### src/hw/xaui_regs_pkg.sv
// register map, field layout and link framing constants for the coding-path register bank
package xaui_regs_pkg;
    localparam int LANES = 4;

    // register addresses, management device space
    localparam logic [15:0] TX_PATH_BYPASS_ADDR = 16'h8019;
    localparam logic [15:0] RX_COMP_STATUS_ADDR = 16'h801a;
    localparam logic [15:0] RX_INSERT_CNT_ADDR = 16'h801b;
    localparam logic [15:0] RX_DELETE_CNT_ADDR = 16'h801c;
    localparam logic [15:0] LANE_INACT_ADDR = 16'h801d;
    localparam logic [15:0] RX_PATH_BYPASS_ADDR = 16'h801e;

    // transmit bypass control fields
    localparam int TX_IPG_BIT = 15;
    localparam int TX_COMP_BIT = 11;
    localparam int TX_ENC_LSB = 4;
    localparam logic [15:0] TX_MASK = 16'h88f0;

    // receive compensation status fields
    localparam int RX_OVF_LSB = 6;
    localparam int RX_UNF_LSB = 2;
    localparam int ANY_OVF_BIT = 1;
    localparam int ANY_UNF_BIT = 0;

    // receive bypass control fields
    localparam int RX_COMP_BIT = 15;
    localparam int RX_IPG_BIT = 14;
    localparam int RX_DEC_LSB = 8;
    localparam int RX_SEQ_BIT = 7;
    localparam int RX_ALIGN_BIT = 3;
    localparam logic [15:0] RX_MASK = 16'hcf88;

    // values after reset, and the counter saturation value
    localparam logic [15:0] CTRL_RESET = 16'h0000;
    localparam logic [15:0] COUNT_RESET = 16'hfffd;
    localparam logic [15:0] COUNT_MAX = 16'hffff;

    // lane inactivity threshold, in lane cycles
    localparam logic [11:0] DOWN_CYCLES = 12'hfff;

    // management frame layout
    localparam logic [5:0] PREAMBLE_BITS = 6'h20;
    localparam logic [4:0] HDR_BITS = 5'he;
    localparam logic [4:0] DATA_BITS = 5'h10;
    localparam logic [1:0] ST_CODE = 2'h0;
    localparam logic [1:0] OP_ADDR = 2'h0;
    localparam logic [1:0] OP_WRITE = 2'h1;
    localparam logic [1:0] OP_RINC = 2'h2;
    localparam logic [4:0] DEV_PHY_XS = 5'h4;
    localparam logic [4:0] DEV_DTE_XS = 5'h5;

    typedef enum logic [5:0] {
        S_HUNT = 6'b000001,
        S_HDR = 6'b000010,
        S_RDTA = 6'b000100,
        S_RDATA = 6'b001000,
        S_WRTA = 6'b010000,
        S_WDATA = 6'b100000
    } mgmt_state_t;
endpackage

### src/hw/lane_fifo.sv
// parameterised fifo with a registered output stage
`timescale 1ns/1ps
module lane_fifo #(
    parameter int WIDTH = 40,
    parameter int DEPTH = 8
) (
    input wire logic clk,
    input wire logic rst_n,
    input wire logic inValid,
    output logic inReady,
    input wire logic [WIDTH-1:0] inData,
    output logic outValid,
    input wire logic outReady,
    output logic [WIDTH-1:0] outData
);
    localparam int AW = $clog2(DEPTH);

    logic [WIDTH-1:0] mem [DEPTH];
    logic [AW-1:0] wrPtr;
    logic [AW-1:0] rdPtr;
    logic [AW:0] count;

    wire push = inValid && inReady;
    wire load = (count != '0) && (!outValid || outReady);

    // ready drops honestly when storage is full, so a stalled sink backs up the source
    assign inReady = count != DEPTH[AW:0];

    always_ff @(posedge clk) begin
        if (push) begin
            mem[wrPtr] <= inData;
        end
    end

    always_ff @(posedge clk) begin
        if (!rst_n) begin
            wrPtr <= '0;
            rdPtr <= '0;
            count <= '0;
        end else begin
            if (push) begin
                wrPtr <= (wrPtr == AW'(DEPTH - 1)) ? '0 : wrPtr + 1'b1;
            end
            if (load) begin
                rdPtr <= (rdPtr == AW'(DEPTH - 1)) ? '0 : rdPtr + 1'b1;
            end
            count <= count + (AW+1)'(push) - (AW+1)'(load);
        end
    end

    always_ff @(posedge clk) begin
        if (!rst_n) begin
            outValid <= 1'b0;
            outData <= '0;
        end else if (load) begin
            outValid <= 1'b1;
            outData <= mem[rdPtr];
        end else if (outReady) begin
            outValid <= 1'b0;
        end
    end
endmodule // lane_fifo

### src/hw/xaui_pcs_bypass_status_regs.sv
// coding-path bypass control and status registers behind the management link
`timescale 1ns/1ps
module xaui_pcs_bypass_status_regs #(
    parameter int LANE_W = 10,
    parameter int FIFO_DEPTH = 8,
    parameter logic [4:0] PORT_ADDR = 5'h00
) (
    input wire logic clk,
    input wire logic rst_n,
    input wire logic mdc,
    input wire logic mdioIn,
    output logic mdioOut,
    output logic mdioOe,
    input wire logic [xaui_regs_pkg::LANES-1:0] compOverflow,
    input wire logic [xaui_regs_pkg::LANES-1:0] compUnderflow,
    input wire logic idleInsert,
    input wire logic idleDelete,
    input wire logic rxLaneValid,
    output logic rxLaneReady,
    input wire logic [xaui_regs_pkg::LANES*LANE_W-1:0] rxLaneData,
    output logic xgmiiValid,
    input wire logic xgmiiReady,
    output logic [xaui_regs_pkg::LANES*LANE_W-1:0] xgmiiData,
    output logic txIpgBypass,
    output logic txCompBypass,
    output logic [xaui_regs_pkg::LANES-1:0] txEncBypass,
    output logic rxCompBypass,
    output logic rxIpgCheckBypass,
    output logic [xaui_regs_pkg::LANES-1:0] rxDecBypass,
    output logic rxSeqIsIpg,
    output logic rxAlignBypass
);
    import xaui_regs_pkg::*;

    // link synchronisers; stage 2 of mdcSync is only the edge-detect history
    logic [2:0] mdcSync;
    logic [1:0] mdioSync;

    always_ff @(posedge clk) begin
        if (!rst_n) begin
            mdcSync <= 3'h0;
            mdioSync <= 2'h0;
        end else begin
            mdcSync <= {mdcSync[1:0], mdc};
            mdioSync <= {mdioSync[0], mdioIn};
        end
    end

    wire mdcRise = mdcSync[1] && !mdcSync[2];
    wire mdioBit = mdioSync[1];

    // frame decoder
    mgmt_state_t state;
    logic [5:0] preCnt;
    logic [4:0] bitCnt;
    logic [13:0] hdr;
    logic [1:0] opReg;
    logic [15:0] wShift;
    logic [15:0] rdShift;
    logic [15:0] addrReg;

    wire [13:0] nextHdr = {hdr[12:0], mdioBit};
    wire [15:0] wrData = {wShift[14:0], mdioBit};
    wire devMatch = (nextHdr[4:0] == DEV_PHY_XS) || (nextHdr[4:0] == DEV_DTE_XS);
    wire hdrMatch = (nextHdr[13:12] == ST_CODE) && (nextHdr[9:5] == PORT_ADDR) && devMatch;
    wire hdrLast = bitCnt == HDR_BITS - 5'h1;
    wire dataLast = bitCnt == DATA_BITS - 5'h1;

    always_ff @(posedge clk) begin
        if (!rst_n) begin
            state <= S_HUNT;
            preCnt <= 6'h00;
            bitCnt <= 5'h00;
            hdr <= 14'h0000;
            opReg <= 2'h0;
            wShift <= 16'h0000;
        end else if (mdcRise) begin
            case (state)
                S_HUNT: begin
                    bitCnt <= 5'h01;
                    hdr <= 14'h0000;
                    if (mdioBit) begin
                        preCnt <= (preCnt == PREAMBLE_BITS) ? preCnt : preCnt + 6'h01;
                    end else begin
                        preCnt <= 6'h00;
                        if (preCnt == PREAMBLE_BITS) begin
                            state <= S_HDR;
                        end
                    end
                end
                S_HDR: begin
                    hdr <= nextHdr;
                    bitCnt <= hdrLast ? 5'h00 : bitCnt + 5'h01;
                    if (hdrLast) begin
                        opReg <= nextHdr[11:10];
                        // a frame for another port or device is skipped whole
                        if (!hdrMatch) begin
                            state <= S_HUNT;
                        end else if (nextHdr[11]) begin
                            state <= S_RDTA;
                        end else begin
                            state <= S_WRTA;
                        end
                    end
                end
                S_RDTA: begin
                    bitCnt <= (bitCnt == 5'h01) ? 5'h00 : bitCnt + 5'h01;
                    if (bitCnt == 5'h01) begin
                        state <= S_RDATA;
                    end
                end
                S_RDATA: begin
                    bitCnt <= dataLast ? 5'h00 : bitCnt + 5'h01;
                    if (dataLast) begin
                        state <= S_HUNT;
                    end
                end
                S_WRTA: begin
                    bitCnt <= (bitCnt == 5'h01) ? 5'h00 : bitCnt + 5'h01;
                    if (bitCnt == 5'h01) begin
                        state <= S_WDATA;
                    end
                end
                S_WDATA: begin
                    wShift <= wrData;
                    bitCnt <= dataLast ? 5'h00 : bitCnt + 5'h01;
                    if (dataLast) begin
                        state <= S_HUNT;
                    end
                end
                default: state <= S_HUNT;
            endcase
        end
    end

    wire rdPulse = mdcRise && (state == S_RDTA) && (bitCnt == 5'h00);
    wire wrDone = mdcRise && (state == S_WDATA) && dataLast;
    wire wrPulse = wrDone && (opReg == OP_WRITE);
    wire addrPulse = wrDone && (opReg == OP_ADDR);
    wire rincPulse = mdcRise && (state == S_RDATA) && dataLast && (opReg == OP_RINC);

    always_ff @(posedge clk) begin
        if (!rst_n) begin
            addrReg <= 16'h0000;
        end else if (addrPulse) begin
            addrReg <= wrData;
        end else if (rincPulse) begin
            addrReg <= addrReg + 16'h0001;
        end
    end

    // address decode
    wire selTx = addrReg == TX_PATH_BYPASS_ADDR;
    wire selStatus = addrReg == RX_COMP_STATUS_ADDR;
    wire selIns = addrReg == RX_INSERT_CNT_ADDR;
    wire selDel = addrReg == RX_DELETE_CNT_ADDR;
    wire selDown = addrReg == LANE_INACT_ADDR;
    wire selRx = addrReg == RX_PATH_BYPASS_ADDR;

    // control registers
    logic [15:0] txCtrl;
    logic [15:0] rxCtrl;

    always_ff @(posedge clk) begin
        if (!rst_n) begin
            txCtrl <= CTRL_RESET;
            rxCtrl <= CTRL_RESET;
        end else if (wrPulse) begin
            if (selTx) txCtrl <= wrData & TX_MASK;
            if (selRx) rxCtrl <= wrData & RX_MASK;
        end
    end

    assign txIpgBypass = txCtrl[TX_IPG_BIT];
    assign txCompBypass = txCtrl[TX_COMP_BIT];
    assign txEncBypass = txCtrl[TX_ENC_LSB +: LANES];
    assign rxCompBypass = rxCtrl[RX_COMP_BIT];
    assign rxIpgCheckBypass = rxCtrl[RX_IPG_BIT];
    assign rxDecBypass = rxCtrl[RX_DEC_LSB +: LANES];
    assign rxSeqIsIpg = rxCtrl[RX_SEQ_BIT];
    assign rxAlignBypass = rxCtrl[RX_ALIGN_BIT];

    // compensation flags: sticky until read, a new event wins over the clear
    logic [LANES-1:0] ovfFlag;
    logic [LANES-1:0] unfFlag;
    wire statusClr = rdPulse && selStatus;

    always_ff @(posedge clk) begin
        if (!rst_n) begin
            ovfFlag <= '0;
            unfFlag <= '0;
        end else begin
            ovfFlag <= (statusClr ? '0 : ovfFlag) | compOverflow;
            unfFlag <= (statusClr ? '0 : unfFlag) | compUnderflow;
        end
    end

    wire [15:0] statusWord = {6'h00, ovfFlag, unfFlag, |ovfFlag, |unfFlag};

    // idle counters; in bypass the datapath must not insert or delete, so stray strobes are dropped
    logic [15:0] insCnt;
    logic [15:0] delCnt;
    wire insEv = idleInsert && !rxCompBypass;
    wire delEv = idleDelete && !rxCompBypass;

    always_ff @(posedge clk) begin
        if (!rst_n) begin
            insCnt <= COUNT_RESET;
            delCnt <= COUNT_RESET;
        end else begin
            if (rdPulse && selIns) insCnt <= {15'h0000, insEv};
            else if (insEv && insCnt != COUNT_MAX) insCnt <= insCnt + 16'h0001;
            if (rdPulse && selDel) delCnt <= {15'h0000, delEv};
            else if (delEv && delCnt != COUNT_MAX) delCnt <= delCnt + 16'h0001;
        end
    end

    // receive lane stream through the fifo, watched for inactivity at its input
    wire laneTake = rxLaneValid && rxLaneReady;
    logic [LANES-1:0] downFlag;
    logic [LANES-1:0] downNow;
    wire downClr = rdPulse && selDown;

    genvar g;
    generate
        for (g = 0; g < LANES; g++) begin : g_lane
            logic [LANE_W-1:0] lastSym;
            logic [11:0] idleCnt;
            logic downSeen;
            assign downFlag[g] = downSeen;
            wire toggled = laneTake && (rxLaneData[g*LANE_W +: LANE_W] != lastSym);
            assign downNow[g] = idleCnt == DOWN_CYCLES;

            // a stalled or silent lane counts as not toggling
            always_ff @(posedge clk) begin
                if (!rst_n) begin
                    lastSym <= '0;
                    idleCnt <= 12'h000;
                    downSeen <= 1'b0;
                end else begin
                    if (laneTake) lastSym <= rxLaneData[g*LANE_W +: LANE_W];
                    if (toggled) idleCnt <= 12'h000;
                    else if (!downNow[g]) idleCnt <= idleCnt + 12'h001;
                    downSeen <= (downClr ? 1'b0 : downSeen) | downNow[g];
                end
            end
        end
    endgenerate

    lane_fifo #(
        .WIDTH(LANES*LANE_W),
        .DEPTH(FIFO_DEPTH)
    ) u_fifo (
        .clk(clk),
        .rst_n(rst_n),
        .inValid(rxLaneValid),
        .inReady(rxLaneReady),
        .inData(rxLaneData),
        .outValid(xgmiiValid),
        .outReady(xgmiiReady),
        .outData(xgmiiData)
    );

    // read mux; unmapped and undefined bits read zero
    wire [15:0] readValue =
        selTx ? txCtrl :
        selStatus ? statusWord :
        selIns ? insCnt :
        selDel ? delCnt :
        selDown ? {12'h000, downFlag} :
        selRx ? rxCtrl : 16'h0000;

    // read drive: z on the first turnaround bit, 0 on the second, then msb first
    always_ff @(posedge clk) begin
        if (!rst_n) begin
            mdioOut <= 1'b0;
            mdioOe <= 1'b0;
            rdShift <= 16'h0000;
        end else if (mdcRise) begin
            if (rdPulse) begin
                rdShift <= readValue;
                mdioOe <= 1'b1;
                mdioOut <= 1'b0;
            end else if ((state == S_RDTA) || (state == S_RDATA && !dataLast)) begin
                mdioOut <= rdShift[15];
                rdShift <= {rdShift[14:0], 1'b0};
            end else begin
                mdioOe <= 1'b0;
                mdioOut <= 1'b0;
            end
        end
    end
endmodule // xaui_pcs_bypass_status_regs

### config.mk
export PLATFORM = sky130hd
export DESIGN_NAME = xaui_pcs_bypass_status_regs
export DESIGN_NICKNAME = d
export VERILOG_FILES = /design/src/hw/xaui_regs_pkg.sv /design/src/hw/lane_fifo.sv /design/src/hw/xaui_pcs_bypass_status_regs.sv
export SDC_FILE = /design/constraint.sdc
export NUM_CORES = 1
export LEC_CHECK = 0
export BUFFER_PORTS_ARGS = -buffer_cell sky130_fd_sc_hd__clkbuf_2
export CELL_PAD_IN_SITES_DETAIL_PLACEMENT = 0
export CELL_PAD_IN_SITES_GLOBAL_PLACEMENT = 1
export CORE_MARGIN = 3
export CORE_UTILIZATION = 24
export CTS_BUF_LIST = sky130_fd_sc_hd__clkbuf_4 sky130_fd_sc_hd__clkbuf_8 sky130_fd_sc_hd__clkbuf_16
export CTS_CLUSTER_SIZE = 16
export DETAILED_ROUTE_END_ITERATION = 16
export GPL_TIMING_DRIVEN = 0
export PLACE_DENSITY_LB_ADDON = 0.1
export SLEW_MARGIN = 40
export SYNTH_ARGS = -nofsm -noshare
export SYNTH_HDL_FRONTEND = slang
export SYNTH_SLANG_ARGS = --single-unit
export TNS_END_PERCENT = 50
### constraint.sdc
create_clock -name clk -period 11.7 [get_ports clk]
set_input_delay 2.34 -clock clk [delete_from_list [all_inputs] [get_ports clk]]
set_output_delay 2.34 -clock clk [all_outputs]
set_load 0.02 [all_outputs]
==> results of run 1 <==
[cells in the mapped netlist (5+ instances only)]
cell / instances
edfxtp_1: 320
dfxtp_1: 283
a221oi_1: 5
or3_1: 10
a211oi_1: 49
xnor2_1: 59
nand2_1: 217
and3_1: 22
o211ai_1: 5
mux2i_1: 66
a21oi_1: 136
or2_2: 6
and4_1: 6
nor3_1: 35
nor2b_1: 8
mux4_2: 80
buf_2: 17
nand3_1: 77
buf_1: 11
nor2_1: 169
and2_1: 11
ha_1: 27
xor2_1: 44
nor4b_1: 5
nand2b_1: 12
nand4_1: 33
o211a_1: 5
o21ai_0: 72
inv_1: 24
nor4_1: 17
a22oi_1: 10
clkbuf_1: 84
a31oi_1: 13
[final timing paths]
kind,endpoint,cells after the start,slack (ps)
setup / recovery,u_fifo.count[3],12,7090
hold / removal,mdioSync[1],1,430
setup reg to reg,u_fifo.mem[1][1],10,8420
hold reg to reg,mdioSync[1],1,430
[registers in the layout (all words and copies together) (netlist names), 5 cells and up]
name,cells
addrReg,16
delCnt,16
u_fifo.outData,40
wShift,15
g_lane.idleCnt,48
preCnt,6
insCnt,16
bitCnt,5
txCtrl,6
state,6
u_fifo.mem,320
rxCtrl,8
g_lane.lastSym,40
hdr,13
rdShift,16
[area by class of cell]
| type | instances | area [um2] |
|---|---|---|
| diodes | 2 | 5.00 |
| plain buffers | 114 | 487 |
| clock buffers | 106 | 2180 |
| clock inverters | 26 | 203 |
| fillers | 10404 | 72000 |
| inverters | 26 | 97.6 |
| multi-input cells | 1270 | 8960 |
| flip-flops and latches | 603 | 15300 |
| well taps | 1368 | 1710 |
| repair buffers | 175 | 1130 |
[worst max-delay path: stages]
cell	delay, ps
clkbuf_2	80
nor2b_1	90
a21oi_1	290
clkbuf_2	500
clkbuf_1	630
ha_1	270
inv_1	70
ha_1	270
a21o_1	190
a21oi_1	170
xnor2_1	130
nor2_1	50
[placed cells by master (no fill, tap or decap), drive strengths merged, types with 7 or more instances in the layout]
cell type and n:
edfxtp 320, clkbuf 302, dfxtp 283, nand2 218, nor2 169, a21oi 136
buf 93, mux4 80, nand3 77, o21ai 76, mux2i 66, xnor2 59
a211oi 49, xor2 44, nor3 39, nand4 33, ha 27, inv 25
clkinv 23, and3 22, nor4 18, a31oi 13, nand2b 12, and2 11
or3 10, a22oi 10, nor2b 8, or2 7
[kinds of logic (layout without fill, tap and decap cells)]
logic type	count (synthesis)	in the layout	share of synthesized area
compound gates	340	340	0.0843
xor+xnor	103	103	0.0365
fa+ha+maj	28	28	0.0145
buf+inv	140	447	0.0226
flops	603	603	0.618
mux	146	146	0.0996
other cells	0	2	0
simple gates	653	653	0.125
[routing by layer]
layer / wire (um) / vias to the layer above
li1: - / 7981
met1: 38300 / 8462
met2: 33200 / 307
met3: 3370 / 108
met4: 1810 / 6
met5: 41 / -
[report_power, final]
group          switching, W  internal (W)
Clock              0.000924       0.00132
Sequential         0.000104       0.00241
Combinational      0.000787      0.000503
Total               0.00182       0.00423
[per-stage QoR]
step           worst slack (ps)  setup TNS [ps]  total power (W)  hold slack [ps]   util
3_5_place_dp               6390               0          0.00388              423  0.271
3_3_place_gp              -1830          -73140          0.00386              420  0.265
4_1_cts                    7060               0          0.00617              436  0.294
2_1_floorplan              4660               0          0.00338              412      -
5_1_grt                    6850               0          0.00637              452  0.294
6_report                   7090               0          0.00605              429  0.294
==> impl_metrics.py, run 1 <==
metrics = {
    "layout": {
        "syn2layout_area_growth_pct": 21.5,
        "postLayoutCellArea_um2": 30000,
        "final_nets": 2349,
        "drive_above_1_share": 0.193,
        "final_cells": 3690,
    },
    "synthesis": {
        "ys_ff_latch": 603,
        "synth_top_cell_by_area": "edfxtp_1",
        "yosys_most_used_dff": "edfxtp_1",
        "synthesis.nets": 2097,
        "netlist_instances": 2013,
        "synth_edf_count": 320,
        "synth.area.top_cells": "edfxtp_1 (39%), dfxtp_1 (23%), mux4_2 (7.3%), nand2_1 (3.3%), a21oi_1 (2.8%)",
        "synth-warning-count": 0,
        "async_flop_share": 0,
        "synth_top_area_share": 0.389,
        "yosysSeqAreaShare": 0.618,
        "syn_area_um2": 24700,
        "yosysUniqueCellTypes": 71,
        "synth_area_per_cell_um2": 12.3,
    },
    "worst_setup_path": {
        "critPathLaunch": "xgmiiReady",
        "r2r_start": "u_fifo.count[2]",
        "critical_path_required_ps": 12190,
        "critPathCaptureType": "flip-flop",
        "cp-start-kind": "primary input",
        "path_class": "in -> reg",
        "cp.arrival_ps": 5100,
        "worst-path-max-fanout": 10,
    },
    "cts": {
        "clock_path_buffers": 3,
        "cts-root-buf": "clkbuf_16",
        "clkTransAtPathRegs_ps": 50,
        "clk_latency_ps": 640,
        "post_cts_resized": 0,
        "htree_levels": 3,
        "cts_buffers": 75,
        "cts_tree": "yes",
        "cts_sinks": 603,
        "cts_hold_buf": 0,
        "postCtsSetupRepairBufs": 0,
    },
    "sta": {
        "worst_pin_slew_ps": 835,
        "clock-skew-final_ps": 31.5,
        "max_freq_mhz": 217,
        "slew_headroom": 0.438,
        "setup_viol": 0,
        "rsz0062_at_grt": "false",
        "maxSlewViolCount": 0,
        "min_period_over_period": 0.394,
        "hold_viol": 0,
        "min_period_ps": 4610,
    },
    "power": {
        "p_leak_nw": 10.4,
        "pwr_density_cell_nw_per_um2": 201,
        "irDropWorstVdd_uv": 113,
    },
    "drt": {
        "drt_wl_total_um": 76800,
        "dr.first_iter.drc_count": 1013,
        "drtAntennaViolNets": 0,
        "wl_per_cell_um": 20.8,
        "drc_errors": 0,
        "drt_first_pass_iters": 5,
        "via_per_inst": 4.57,
        "vias": 16864,
    },
    "placement": {
        "dp_hpwl_um": 54500,
        "gp_congestion": 0.756,
        "port_buffers": 112,
        "place_area_um2": 27600,
        "dp_cells": 3555,
    },
    "worst_hold_path": {
        "holdCritPathClass": "reg -> reg",
        "hp-start": "mdioSync[0]",
    },
    "global_route": {
        "busiest_layer": "met2",
        "grt_util_all_layers": 0.142,
        "grt_pass1_vias": 17071,
        "antenna_found_initial": 5,
        "grtUsageMet1": 0.208,
        "gr-usage-met3": 0.0283,
        "grt_max_degree": 14,
        "grt_pass1_wl_um": 114000,
        "grt.overflow.total": 0,
        "grtUsageMet2": 0.212,
    },
    "die": {
        "fp.dieW_um": 327,
        "dieArea_um2": 107000,
        "fp.coreArea_um2": 102000,
        "rows": 117,
        "io_pins": 114,
        "die_h_um": 327,
        "start_util": 0.242,
    },
    "run_status": {
        "outcome": "finished, final reports clean",
    },
    "flow_run": {
        "cap_violations": 0,
    },
}
Power figures use the tool's default switching activity.
==> run 2: changes to the inputs <==
==> constraint.sdc (replaced) <==
create_clock -name clk -period 4.2 [get_ports clk]
set_input_delay 0.84 -clock clk [delete_from_list [all_inputs] [get_ports clk]]
set_output_delay 0.84 -clock clk [all_outputs]
set_load 0.02 [all_outputs]
==> impl_metrics.py, run 2 (synthesis gave the netlist of run 1 again) <==
metrics = {
    "placement": {
        "port_buffers": 112,
        "dp_hpwl_um": 54300,
        "dpl_worst_slack_ps": 282,
        "gp_congestion": 0.749,
        "place_area_um2": 27600,
    },
    "power": {
        "pwr_density_cell_nw_per_um2": 571,
        "power.total_w": 0.0172,
        "irDropWorstVdd_uv": 270,
        "p_leak_nw": 10.5,
    },
    "sta": {
        "setup_ws_ps": 730,
        "worst_pin_slew_ps": 863,
        "max_freq_mhz": 288,
        "whs_ps": 415,
        "rsz0062_at_grt": "false",
        "hold_viol": 0,
        "min_period_ps": 3470,
        "maxSlewViolCount": 0,
        "slew_headroom": 0.424,
        "min_period_over_period": 0.826,
        "setup_viol": 0,
        "clock-skew-final_ps": 65.3,
    },
    "cts": {
        "htree_levels": 3,
        "cts_hold_buf": 0,
        "cts_sinks": 603,
        "postCtsSetupRepairBufs": 0,
        "clkTransAtPathRegs_ps": 50,
        "post_cts_resized": 0,
        "clk_latency_ps": 650,
        "clock_path_buffers": 3,
        "cts_buffers": 75,
        "cts_tree": "yes",
        "cts-root-buf": "clkbuf_16",
    },
    "worst_setup_path": {
        "critPathTopFamily": "adder cells",
        "worst-path-max-fanout": 10,
        "cp_common_cell": "ha_1",
        "crit_buf_inv": 3,
        "cp.arrival_ps": 3960,
        "critPathMaxStageDelay_ps": 580,
        "crit_path_cell_trace": "nor2b_1 -> a21oi_1 -> clkbuf_2 -> clkbuf_1 -> ha_1 -> inv_1 -> ha_1 -> fa_1 -> xnor2_1 -> nor2_1",
        "critPathCaptureType": "flip-flop",
        "cp-start-kind": "flip-flop",
        "slowest_stage": "nor2b_1",
        "critical_path_required_ps": 4690,
        "path_class": "reg -> reg",
    },
    "drt": {
        "drtAntennaViolNets": 0,
        "wl_per_cell_um": 20.7,
        "via_per_inst": 4.52,
        "dr.first_iter.drc_count": 992,
        "drt_first_pass_iters": 5,
        "drt_wl_total_um": 76200,
        "drc_errors": 0,
        "vias": 16646,
    },
    "die": {
        "io_pins": 114,
        "fp.dieW_um": 327,
        "start_util": 0.242,
        "die_h_um": 327,
        "dieArea_um2": 107000,
        "rows": 117,
        "fp.coreArea_um2": 102000,
    },
    "layout": {
        "post-route-util": 0.296,
        "syn2layout_area_growth_pct": 22.2,
        "largest-register": "u_fifo.mem",
        "most-common-layout-cells": "edfxtp_1 (320), dfxtp_1 (283), nand2_1 (217)",
        "final_common_cell": "edfxtp_1",
        "largest_reg_flops": 320,
        "reg_top3": "u_fifo.mem (320), g_lane.idleCnt (48)",
        "fillCellCount": 10420,
        "drive_above_1_share": 0.192,
        "postLayoutCellArea_um2": 30200,
        "final_nets": 2338,
    },
    "flow_run": {
        "cap_violations": 0,
    },
    "global_route": {
        "grt_pass1_vias": 17008,
        "grt.overflow.total": 0,
        "grt_util_all_layers": 0.141,
        "grt_pass1_wl_um": 113000,
        "antenna_found_initial": 2,
        "grt_max_degree": 15,
    },
    "worst_hold_path": {
        "holdCritPathClass": "in -> reg",
    },
    "run_status": {
        "outcome": "finished, final reports clean",
    },
}
==> run 2: changes by cell type in the layout (fill, tap and decap cells not counted), sizes merged <==
cell      delta
bufinv       +4
clkinv       -6
inv          +2
buf         -11
clkbuf       +6
clkinvlp     -2
==> run 2: worst paths after layout <==
path                                       start              end  slack [ps]  cells after the start
worst max register to register   u_fifo.outValid  u_fifo.count[2]         730                     10
worst min-delay path            compUnderflow[3]       unfFlag[3]         420                      3
worst min register to register       mdioSync[0]      mdioSync[1]         440                      1
worst max-delay path             u_fifo.outValid  u_fifo.count[2]         730                     10
==> run 2: per-layer routing <==
metal | wire, um | track usage
met2 | 35100 | 0.226
met3 | 2940 | 0.0267
met5 | 0 | 0
met1 | 36600 | 0.197
met4 | 1480 | 0.0365
==> run 2: worst register-to-register path, stage by stage, from the launching register on <==
cell and delay (ps):
dfxtp_1 410, nor2b_1 590, a21oi_1 230, clkbuf_2 360
clkbuf_1 460, ha_1 440, inv_1 40, ha_1 200
fa_1 380, xnor2_1 170, nor2_1 60
==> run 2: cell type report <==
class / count / area (um2) / area share
clock buffers: 112 / 2260 / 0.0750
inverters: 26 / 97.6 / 0.00323
diodes: 2 / 5.00 / 0.000166
well taps: 1368 / 1710 / 0.0567
clock inverters: 24 / 312 / 0.0103
repair buffers: 164 / 1080 / 0.0356
plain buffers: 114 / 485 / 0.0161
flip-flops and latches: 603 / 15300 / 0.506
multi-input cells: 1270 / 8970 / 0.297
==> run 2: stage by stage <==
| stage | setup TNS, ps | std cells |
|---|---|---|
| global placement | -1101640 | 3493 |
| floorplan | -43510 | 2013 |
| finish | 0 | 3683 |
| detailed placement | 0 | 3545 |
| global route | 0 | 3681 |
| CTS | 0 | 3681 |
==> run 2: power breakdown <==
| group | switching [W] | leakage (nW) | internal (W) |
|---|---|---|---|
| combinational | 0.00219 | 3.95 | 0.00139 |
| sequential | 0.000296 | 5.21 | 0.00671 |
| clock | 0.00259 | 1.29 | 0.00406 |
==> run 3: changes to the inputs <==
==> constraint.sdc (replaced) <==
create_clock -name clk -period 3.5 [get_ports clk]
set_input_delay 0.7 -clock clk [delete_from_list [all_inputs] [get_ports clk]]
set_output_delay 0.7 -clock clk [all_outputs]
set_load 0.02 [all_outputs]
==> impl_metrics.py, run 3 (synthesis gave the netlist of run 1 again) <==
metrics = {
    "run_status": {
        "outcome": "finished, final reports clean",
    },
    "power": {
        "irDropWorstVdd_uv": 324,
        "power_frac_clock": 0.386,
        "switchingPower_w": 0.00607,
        "switching_share": 0.294,
        "pwr_density_cell_nw_per_um2": 684,
        "p_leak_nw": 10.5,
        "internal_power_w": 0.0146,
        "comb_power_share": 0.207,
        "seq_power_share": 0.407,
    },
    "global_route": {
        "antenna_found_initial": 2,
        "grt_pass1_vias": 17008,
        "grt_util_all_layers": 0.141,
        "grt.overflow.total": 0,
        "grt_max_degree": 15,
        "grt_pass1_wl_um": 113000,
    },
    "drt": {
        "drt_wl_total_um": 76100,
        "drc_errors": 0,
        "vias": 16671,
        "wl_per_cell_um": 20.6,
        "drt_first_pass_iters": 5,
        "top_layer_used": "met4",
        "wirelength_met1_um": 36300,
        "drtAntennaViolNets": 0,
        "dr_wl_met3_um": 3110,
        "dr.first_iter.drc_count": 951,
        "via_per_inst": 4.53,
        "wl_met2_um": 35100,
    },
    "layout": {
        "final_nets": 2337,
        "post-route-util": 0.296,
        "largest-register": "u_fifo.mem",
        "multi_input_area_um2": 8980,
        "final_common_cell": "edfxtp_1",
        "syn2layout_area_growth_pct": 22.2,
        "drive_above_1_share": 0.192,
        "final-seq-area_um2": 15300,
        "reg_top3": "u_fifo.mem (320), g_lane.idleCnt (48)",
        "most-common-layout-cells": "edfxtp_1 (320), dfxtp_1 (283), nand2_1 (217)",
        "largest_reg_flops": 320,
        "fillCellCount": 10420,
        "postLayoutCellArea_um2": 30200,
    },
    "die": {
        "fp.dieW_um": 327,
        "start_util": 0.242,
        "io_pins": 114,
        "fp.coreArea_um2": 102000,
        "die_h_um": 327,
        "dieArea_um2": 107000,
        "rows": 117,
    },
    "sta": {
        "min_period_over_period": 0.944,
        "slew_headroom": 0.432,
        "setup_ws_ps": 195,
        "rsz0062_at_grt": "true",
        "min_period_ps": 3310,
        "hold_viol": 0,
        "maxSlewViolCount": 0,
        "worst_pin_slew_ps": 844,
        "clock-skew-final_ps": 64.7,
        "tns_ps": 0,
        "setup_viol": 0,
        "max_freq_mhz": 303,
    },
    "worst_setup_path": {
        "worst-path-max-fanout": 10,
        "path_class": "reg -> reg",
        "critPathLaunch": "u_fifo.count[2]",
        "critical_path_required_ps": 3830,
        "rrSetupSlack_ps": 190,
        "crit_path_end": "u_fifo.mem[6][25]",
        "r2r-end": "u_fifo.mem[6][25]",
        "r2r_start": "u_fifo.count[2]",
        "worst_r2r_path_depth": 10,
        "cp.arrival_ps": 3640,
        "cp-start-kind": "flip-flop",
        "critPathCaptureType": "flip-flop",
    },
    "cts": {
        "clock_path_buffers": 3,
        "cts-root-buf": "clkbuf_16",
        "clkTransAtPathRegs_ps": 50,
        "cts_tree": "yes",
        "clk_latency_ps": 650,
        "cts_buffers": 75,
        "htree_levels": 3,
        "cts_sinks": 603,
    },
    "placement": {
        "dp_hpwl_um": 54300,
        "gp_congestion": 0.749,
        "port_buffers": 112,
        "place_area_um2": 27600,
        "dpl_worst_slack_ps": -278,
    },
    "flow_run": {
        "cap_violations": 0,
    },
    "worst_hold_path": {
        "holdCritPathClass": "in -> reg",
    },
}
-- run 3: cell count changes in the layout (fill, tap and decap cells not counted) --
cell      before  now
diode_2        2    4
clkbuf_1      71   70
nor3_2         9    8
nor3_4         0    1
-- run 3: layer usage --
metal	vias up	track usage
met2	291	0.226
li1	7978	-
met4	0	0.0365
met3	105	0.0267
met1	8297	0.197
met5	-	0
-- run 3: what timing repair did --
| item | 4_1_cts | 5_1_grt |
|---|---|---|
| hold buffers | 0 | 0 |
| gates resized for setup | 0 | 1 |
| endpoints found under the setup margin | 0 | 8 |
| setup buffers | 0 | 0 |
-- run 3: cell type report --
cell class                 count  share of cell area
inverter                      26             0.00323
sequential                   603               0.506
timing repair buffer         164              0.0356
multi-input combinational   1270               0.297
antenna                        4            0.000331
clock inverter                24              0.0103
tap                         1368              0.0567
clock buffer                 112              0.0750
buffer                       113              0.0159
-- run 3: stage by stage --
step                      hold WS [ps]  power [W]  instances
after floorplan                    412     0.0113       2013
after global placement             430     0.0129       3493
after detailed placement           431     0.0130       3545
after CTS                          217     0.0211       3681
after global routing               249     0.0217       3680
final                              274     0.0207       3684
-- run 3: worst min-delay path by stage --
stage | startpoint | to | slack [ps] | cells after the start
finish | compUnderflow[3] | unfFlag[3] | 270 | 3
global route | compOverflow[3] | ovfFlag[3] | 250 | 3
CTS | compUnderflow[3] | unfFlag[3] | 220 | 3
detailed placement | mdioSync[0] | mdioSync[1] | 430 | 1
global placement | mdioSync[0] | mdioSync[1] | 430 | 1
floorplan | mdcSync[0] | mdcSync[1] | 410 | 1
-- run 3: worst max-delay path, cell delays in order (launching register included) --
cell and delay [ps]:
dfxtp_1 300, inv_1 60, ha_1 190, nand2_1 230, nand2_1 370, clkbuf_1 450
nor3_2 580, buf_4 270, buf_4 160, buf_4 160, buf_2 200
-- run 3: power by group through the flow --
stage                     sequential, W  combinational (W)  clock (W)
final                           0.00840            0.00428    0.00797
after global routing            0.00847            0.00474    0.00853
after CTS                       0.00841            0.00443    0.00828
after detailed placement        0.00856            0.00441          0
after global placement          0.00858            0.00432          0
after floorplan                 0.00876            0.00252          0
